[src/verilog/bcto_pkg.sv]
`default_nettype none
// shared constants for the bus cycle timeout timer
package bcto_pkg;

  // host i/o offsets (byte wide, write only)
  localparam logic [7:0] BCTO_ADDR_COUNT_PORT = 8'h14;
  localparam logic [7:0] BCTO_ADDR_SETUP_CTRL = 8'h16;

  // setup control field layout
  localparam int         BCTO_SEL_LSB  = 6;
  localparam int         BCTO_SEL_W    = 2;
  localparam int         BCTO_MODE_W   = 6;
  localparam logic [1:0] BCTO_SEL_SLAVE  = 2'h0;
  localparam logic [1:0] BCTO_SEL_MASTER = 2'h1;
  localparam logic [1:0] BCTO_SEL_SYSCTL = 2'h2;
  localparam logic [5:0] BCTO_MODE_PATTERN = 6'h34;

  // reset values
  localparam logic [15:0] BCTO_COUNT_RST = 16'h0000;
  localparam logic [7:0]  BCTO_BYTE_RST  = 8'h00;
  localparam logic [1:0]  BCTO_SEL_RST   = 2'h0;

  // timing: one count step of 800 ns at a 125 MHz clock
  localparam int BCTO_CLK_HZ       = 125_000_000;
  localparam int BCTO_TICK_HZ      = 1_250_000;
  localparam int BCTO_STEP_NS      = 800;
  localparam int BCTO_CLK_PERIOD_PS = 1_000_000_000 / (BCTO_CLK_HZ / 1000);
  localparam int BCTO_STEP_CYCLES  = (BCTO_STEP_NS * 1000) / BCTO_CLK_PERIOD_PS;
  localparam int BCTO_DIV_W        = 7;

  // a loaded count of zero means the full 16-bit range
  localparam logic [16:0] BCTO_FULL_SPAN = 17'h10000;

  // load sequencer, gray coded along idle -> low -> high
  typedef enum logic [1:0] {
    BCTO_LD_IDLE = 2'b00,
    BCTO_LD_LOW  = 2'b01,
    BCTO_LD_HIGH = 2'b11
  } bcto_load_e;

endpackage
`default_nettype wire

[src/verilog/bcto_tick_if.sv]
`timescale 1ns/1ps
`default_nettype none
// carries the tick restart and the 800 ns tick between timer and divider
interface bcto_tick_if;
  logic restart;
  logic tick;
  modport ctrl (output restart, input tick);
  modport div  (input restart, output tick);
endinterface
`default_nettype wire

[src/verilog/bcto_tick_div.sv]
`timescale 1ns/1ps
`default_nettype none
// divides the reference clock down to one tick enable every 800 ns
module bcto_tick_div (
  // clock and reset
  input  wire logic i_ref_clk,
  input  wire logic i_reset,
  // tick link to the timer
  bcto_tick_if.div  tk
);

  localparam logic [bcto_pkg::BCTO_DIV_W-1:0] DIV_LAST =
    bcto_pkg::BCTO_DIV_W'(bcto_pkg::BCTO_STEP_CYCLES - 1);
  localparam int DIV_M1 = bcto_pkg::BCTO_STEP_CYCLES - 1;

  logic [bcto_pkg::BCTO_DIV_W-1:0] div_q;
  logic [bcto_pkg::BCTO_DIV_W-1:0] gap_q;

  // divider restarts so the first step after a reload is a full one
  always_ff @(posedge i_ref_clk)
  begin
    if (i_reset || tk.restart || div_q == DIV_LAST)
      div_q <= '0;
    else
      div_q <= div_q + 1'b1;
  end

  assign tk.tick = (div_q == DIV_LAST) && !tk.restart;

  // helper: cycles since last tick or restart
  always_ff @(posedge i_ref_clk)
  begin
    if (i_reset || tk.tick || tk.restart)
      gap_q <= '0;
    else
      gap_q <= gap_q + 1'b1;
  end
endmodule // bcto_tick_div
`default_nettype wire

[src/verilog/bcto_timer.sv]
`timescale 1ns/1ps
`default_nettype none
// Behaviour
// - overlong bus cycle ends with bus error
// - timeout acts only as system controller
// - two byte writes, low byte then high
// - limit is count times 800 ns
// - control bits 7-6 select slave/master/sysctl
// - count step is 1.25 MHz tick
module bcto_timer (
  // clock and reset
  input  wire logic       i_ref_clk,
  input  wire logic       i_reset,
  // host i/o port
  input  wire logic [7:0] i_io_addr,
  input  wire logic       i_io_wr_en,
  input  wire logic       i_io_rd_en,
  input  wire logic [7:0] i_io_wdata,
  output logic      [7:0] o_io_rdata,
  // expansion bus cycle tracking
  input  wire logic       i_sys_ctrl,
  input  wire logic       i_cycle_start,
  input  wire logic       i_cycle_done,
  // status
  output logic            o_bus_error,
  output logic            o_timeout_active,
  output logic            o_count_loaded,
  output logic      [1:0] o_timer_sel
);

  bcto_tick_if tick_link ();

  bcto_pkg::bcto_load_e load_q;
  logic [7:0]  low_byte_q;
  logic [15:0] count_q;
  logic        loaded_q;
  logic [1:0]  sel_q;
  logic [16:0] remain_q;
  logic        active_q;
  logic        error_q;
  logic [16:0] span;
  logic        ctrl_wr;
  logic        data_wr;
  logic        reload;
  logic        final_tick;
  logic [1:0]  wr_sel;

  // host write decode; reads are not decoded into any state
  assign ctrl_wr = i_io_wr_en && (i_io_addr == bcto_pkg::BCTO_ADDR_SETUP_CTRL);
  assign data_wr = i_io_wr_en && (i_io_addr == bcto_pkg::BCTO_ADDR_COUNT_PORT);
  assign wr_sel  = i_io_wdata[bcto_pkg::BCTO_SEL_LSB +: bcto_pkg::BCTO_SEL_W];

  // last timer selected by a control write
  always_ff @(posedge i_ref_clk)
  begin
    if (i_reset)
      sel_q <= bcto_pkg::BCTO_SEL_RST;
    else if (ctrl_wr)
      sel_q <= wr_sel;
  end

  // byte sequencer: only a sysctl select arms the low/high pair
  always_ff @(posedge i_ref_clk)
  begin
    if (i_reset)
      load_q <= bcto_pkg::BCTO_LD_IDLE;
    else if (ctrl_wr)
    begin
      if (wr_sel == bcto_pkg::BCTO_SEL_SYSCTL)
        load_q <= bcto_pkg::BCTO_LD_LOW;
      else
        load_q <= bcto_pkg::BCTO_LD_IDLE;
    end
    else if (data_wr)
    begin
      unique case (load_q)
        bcto_pkg::BCTO_LD_LOW:  load_q <= bcto_pkg::BCTO_LD_HIGH;
        bcto_pkg::BCTO_LD_HIGH: load_q <= bcto_pkg::BCTO_LD_IDLE;
        bcto_pkg::BCTO_LD_IDLE: load_q <= bcto_pkg::BCTO_LD_IDLE;
        default:                load_q <= bcto_pkg::BCTO_LD_IDLE;
      endcase
    end
  end

  // low byte holding register
  always_ff @(posedge i_ref_clk)
  begin
    if (i_reset)
      low_byte_q <= bcto_pkg::BCTO_BYTE_RST;
    else if (data_wr && load_q == bcto_pkg::BCTO_LD_LOW)
      low_byte_q <= i_io_wdata;
  end

  // count assembled high * 256 + low; invalid while a reload is pending
  always_ff @(posedge i_ref_clk)
  begin
    if (i_reset)
    begin
      count_q  <= bcto_pkg::BCTO_COUNT_RST;
      loaded_q <= 1'b0;
    end
    else if (ctrl_wr && wr_sel == bcto_pkg::BCTO_SEL_SYSCTL)
      loaded_q <= 1'b0;
    else if (data_wr && load_q == bcto_pkg::BCTO_LD_HIGH)
    begin
      count_q  <= {i_io_wdata, low_byte_q};
      loaded_q <= 1'b1;
    end
  end

  // read data: write-only addresses answer with zero
  always_ff @(posedge i_ref_clk)
  begin
    if (i_reset)
      o_io_rdata <= bcto_pkg::BCTO_BYTE_RST;
    else
      o_io_rdata <= bcto_pkg::BCTO_BYTE_RST;
  end

  // zero count runs the full range
  assign span = (count_q == bcto_pkg::BCTO_COUNT_RST)
              ? bcto_pkg::BCTO_FULL_SPAN : {1'b0, count_q};
  assign reload = i_cycle_start && i_sys_ctrl && loaded_q;
  assign tick_link.restart = reload;
  assign final_tick = active_q && tick_link.tick && remain_q == 17'h00001;

  // timeout counter: reload per cycle, count 800 ns steps
  always_ff @(posedge i_ref_clk)
  begin
    if (i_reset)
    begin
      remain_q <= '0;
      active_q <= 1'b0;
    end
    else if (reload)
    begin
      remain_q <= span;
      active_q <= 1'b1;
    end
    else if (i_cycle_done || !i_sys_ctrl || final_tick)
      active_q <= 1'b0;
    else if (active_q && tick_link.tick)
      remain_q <= remain_q - 17'h00001;
  end

  // bus error pulse; a completion or a new start in the same cycle wins
  always_ff @(posedge i_ref_clk)
  begin
    if (i_reset)
      error_q <= 1'b0;
    else
      error_q <= final_tick && i_sys_ctrl && !i_cycle_done
                 && !reload;
  end

  bcto_tick_div u_tick_div (
    .i_ref_clk (i_ref_clk),
    .i_reset   (i_reset),
    .tk        (tick_link)
  );

  assign o_bus_error      = error_q;
  assign o_timeout_active = active_q;
  assign o_count_loaded   = loaded_q;
  assign o_timer_sel      = sel_q;

  // helper: ticks seen since the last reload and the span it loaded
  logic [16:0] ticks_q;
  logic [16:0] armed_span_q;
  always_ff @(posedge i_ref_clk)
  begin
    if (i_reset)
    begin
      ticks_q      <= '0;
      armed_span_q <= '0;
    end
    else if (reload)
    begin
      ticks_q      <= '0;
      armed_span_q <= span;
    end
    else if (active_q && tick_link.tick)
      ticks_q <= ticks_q + 17'h00001;
  end
endmodule // bcto_timer
`default_nettype wire

[config.mk]
export PLATFORM = sky130hd
export DESIGN_NAME = bcto_timer
export DESIGN_NICKNAME = d
export VERILOG_FILES = /design/src/verilog/bcto_pkg.sv /design/src/verilog/bcto_tick_if.sv /design/src/verilog/bcto_tick_div.sv /design/src/verilog/bcto_timer.sv
export SDC_FILE = /design/constraint.sdc
export NUM_CORES = 1
export LEC_CHECK = 0
export ABC_AREA = 1
export BUFFER_PORTS_ARGS = -buffer_cell sky130_fd_sc_hd__buf_2
export CAP_MARGIN = 5
export CORE_MARGIN = 2
export CORE_UTILIZATION = 58
export DETAILED_ROUTE_END_ITERATION = 8
export PLACE_DENSITY = 0.79
export SYNTH_ARGS = -nofsm -noshare
export SYNTH_HDL_FRONTEND = slang
export SYNTH_SLANG_ARGS = --single-unit
export TNS_END_PERCENT = 5
[constraint.sdc]
create_clock -name i_ref_clk -period 1.89 [get_ports i_ref_clk]
set_input_delay 0.189 -clock i_ref_clk [delete_from_list [all_inputs] [get_ports i_ref_clk]]
set_output_delay 0.189 -clock i_ref_clk [all_outputs]
set_load 0.01 [all_outputs]
==> impl_metrics.yaml <==
critical_path:
  crit_arrival_ns: 1.91
  cp.depth: 10
  critPathCapture: "remain_q[1]"
  timing.rr.start: "u_tick_div.div_q[0]"
  cp_max_fo: 19
  cp.required_ns: 2.10
  cp-start-kind: "flop"
  rrSetupSlack_ns: 0.19
  path_delay_family: "simple AND/OR/NAND/NOR gates"
  crit_chain: "ha_1, inv_1, nor2_2, nand4_1, nor2_2, nand3_2, nand2_8, inv_2, nor2_1, nor2_1"
  reg2reg_depth: 10
  cp_slowest_stage_delay_ns: 0.36
  worst_path_max_delay_cell: "dfxtp_1"
  cp-startpoint: "u_tick_div.div_q[0]"
  r2r-end: "remain_q[1]"
  critical_path_class: "reg2reg"
  worst_setup_path_end_kind: "flop"
  critPathBufInv: 2
grt:
  antenna_found_initial: 0
  grt_usage_pct: 23.83
  grt_pass1_wl_um: 10310
  grt_pass1_vias: 2396
  grt_max_degree: 34
  grt-ovfl-total: 0
floorplan:
  die_area_um2: 5591
  design.core.area_um2: 4786
  std_cell_rows: 25
  io_pins: 36
  die_h_um: 74.78
  initial_utilization_pct: 60.71
  die_w_um: 74.78
yosys:
  synth_seq_cells: 55
  synth_ff_type: "dfxtp_1"
  yosys.area.top_type: "dfxtp_1"
  syn_inst: 424
  synth_mux_area_share_pct: 0
  synth-simple-area-share_pct: 31.01
  async_reset_ff_share_pct: 0
  synth_top_family_by_area: "simple AND/OR/NAND/NOR gates"
  synth_fa_ha_area_share_pct: 1.292
  syn-mean-instance-area_um2: 6.852
  synth_edf_count: 0
  synth_cell_types: 34
  yosys-top-cells-count: "nand2_1, nor2_1, inv_1"
  yosysMostFrequentCell: "nand2_1"
  synth_xor_area_share_pct: 0.9044
  synth-compound-area-share_pct: 16.45
  yosys_warnings: 0
  syn_area_um2: 2905
  synth_seq_area_share_pct: 37.90
  synth_top_area_share_pct: 37.90
  ys_top_cells_by_area: "dfxtp_1, nand2_1, nor2_1"
detailed_routing:
  drt-met1-wl_um: 2637
  final_antenna_net_count: 0
  dr.pass1.iters: 5
  wl_per_cell_um: 11.69
  wl_um: 6043
  vias_per_cell: 5.155
  highest_layer: "met4"
  wl_met2_um: 2924
  wl_met3_um: 380
  drc: 0
  vias: 2665
  drt_iter0_drc: 189
clocking:
  numCtsBuffers: 5
  cts_buffer_depth: 2
  h-tree-depth: 2
  clkSlewWorstSetupHoldPaths_ns: 0.10
  postCtsSetupBuffers: 0
  clock-sinks: 55
  hold_buffers: 0
  root_buffer: "clkbuf_8"
  cts_tree: "built"
  clk_latency_ns: 0.31
pwr:
  power_density_nw_per_um2: 591.4
  peakVddDrop_mv: 0.3798
  finalPower_mw: 1.878
  p_leak_nw: 1.474
placed_design:
  portBuffers: 26
  place_ws_ns: 0.1741
  hpwlAfterDp_um: 4512
  dp_cells: 509
  gp_congestion: 0.9047
timing:
  skew_ns: 0.008245
  report.final.hold_viol_count: 0
  setup_viol: 0
  tightest_slew_ns: 0.5098
  finalSetupTns_ns: 0
  period_minus_slack_ns: 1.701
  slew_headroom_pct: 65.93
  rsz0062_at_grt: "false"
  fin_ws_ns: 0.1890
  max_freq_ghz: 0.5879
  slew_viol_final: 0
  fin_crit_sh_pct: 90.00
cells_and_area:
  n_fill_cell: 460
  final_cells: 517
  antenna_cells: 0
  fin_nets: 475
  area_growth_pct: 9.302
  fin_util_pct: 66.35
  drive_gt1_share_pct: 13.11
min_path:
  hp-class: "in2reg"
flow_run:
  cap_violations: 0
run_status:
  outcome: "completed"
## power breakdown
part,leakage [nW],total [mW],internal [mW],switching (mW)
logic,0.989,0.0825,0.0316,0.0509
clock network,0.0412,0.628,0.260,0.369
registers,0.443,1.17,1.16,0.00382
## registers in the layout (all words and copies together) (netlist names)
register	count
count_q	16
load_q	2
low_byte_q	8
o_bus_error	1
o_count_loaded	1
o_timeout_active	1
o_timer_sel	2
remain_q	17
u_tick_div.div_q	7
## cell type report
cell class | count | area (um^2) | share of cell area [%]
Timing Repair Buffer | 33 | 195.2 | 6.147
Sequential cell | 55 | 1101 | 34.67
Inverter | 61 | 229.0 | 7.210
Tap cell | 67 | 83.83 | 2.640
Clock inverter | 2 | 12.51 | 0.3940
Multi-Input combinational cell | 293 | 1481 | 46.65
Clock buffer | 6 | 72.57 | 2.285
## how the worst min path moves through the flow
stage               cells past startpoint           from     endpoint  slack, ns
detailed placement                      2  i_io_wdata[1]   count_q[9]       0.42
floorplan                               1  i_io_wdata[2]  count_q[10]       0.31
CTS                                     2  i_io_wdata[1]   count_q[9]        0.1
finish                                  2  i_io_wdata[0]   count_q[8]        0.1
global placement                        2  i_io_wdata[2]  count_q[10]       0.41
global route                            2  i_io_wdata[1]   count_q[9]       0.09
## cells in the final DEF, fill, tap and decap left out, types with 2 or more instances in the layout
master and n:
buf_2 26, o21bai_1 2, dfxtp_1 55, buf_4 6, xor2_1 3, nand3_1 27
conb_1 8, nor3b_1 2, o21a_1 15, nand4_1 9, nor3_1 4, ha_1 3
a21oi_1 34, o21ai_0 12, nor2_2 8, nand2_1 73, o21ai_1 4, inv_1 58
inv_2 3, nand3b_1 3, clkbuf_8 5, nor2_1 65, a211oi_1 8, and3_1 3
o21bai_2 3
## worst reg2reg max path, stage by stage (launching register included)
cell,delay [ns]
dfxtp_1,0.36
ha_1,0.17
inv_1,0.06
nor2_2,0.09
nand4_1,0.15
nor2_2,0.16
nand3_2,0.15
nand2_8,0.17
inv_2,0.11
nor2_1,0.12
nor2_1,0.06
## layer usage
metal | up-vias | GRT usage, %
met5 | - | 0
met4 | 0 | 8.135
met3 | 9 | 5.221
met2 | 72 | 39.33
met1 | 1192 | 31.11
li1 | 1392 | -
## logic make-up (layout without fill, tap and decap cells)
group,after synthesis,in the layout
xor gates and xnor gates,3,3
buffers and inverters,83,102
adders and majority gates,3,3
AOI/OAI and AO/OA,79,79
and+or+nand+nor,200,200
DFF,55,55
other,1,8
## through the flow
step,cell area (um^2),hold slack [ns]
4_1_cts,3167,0.09793
6_report,3176,0.09966
3_5_place_dp,3082,0.4180
2_1_floorplan,2932,0.3129
5_1_grt,3176,0.09440
3_3_place_gp,3082,0.4146
## what timing repair did
action                                  CTS  global route
endpoints found under the hold margin     0             0
endpoints found under the setup margin    0             3
resized for setup                         0             1
Note: power is estimated with default switching activity, not from simulation.
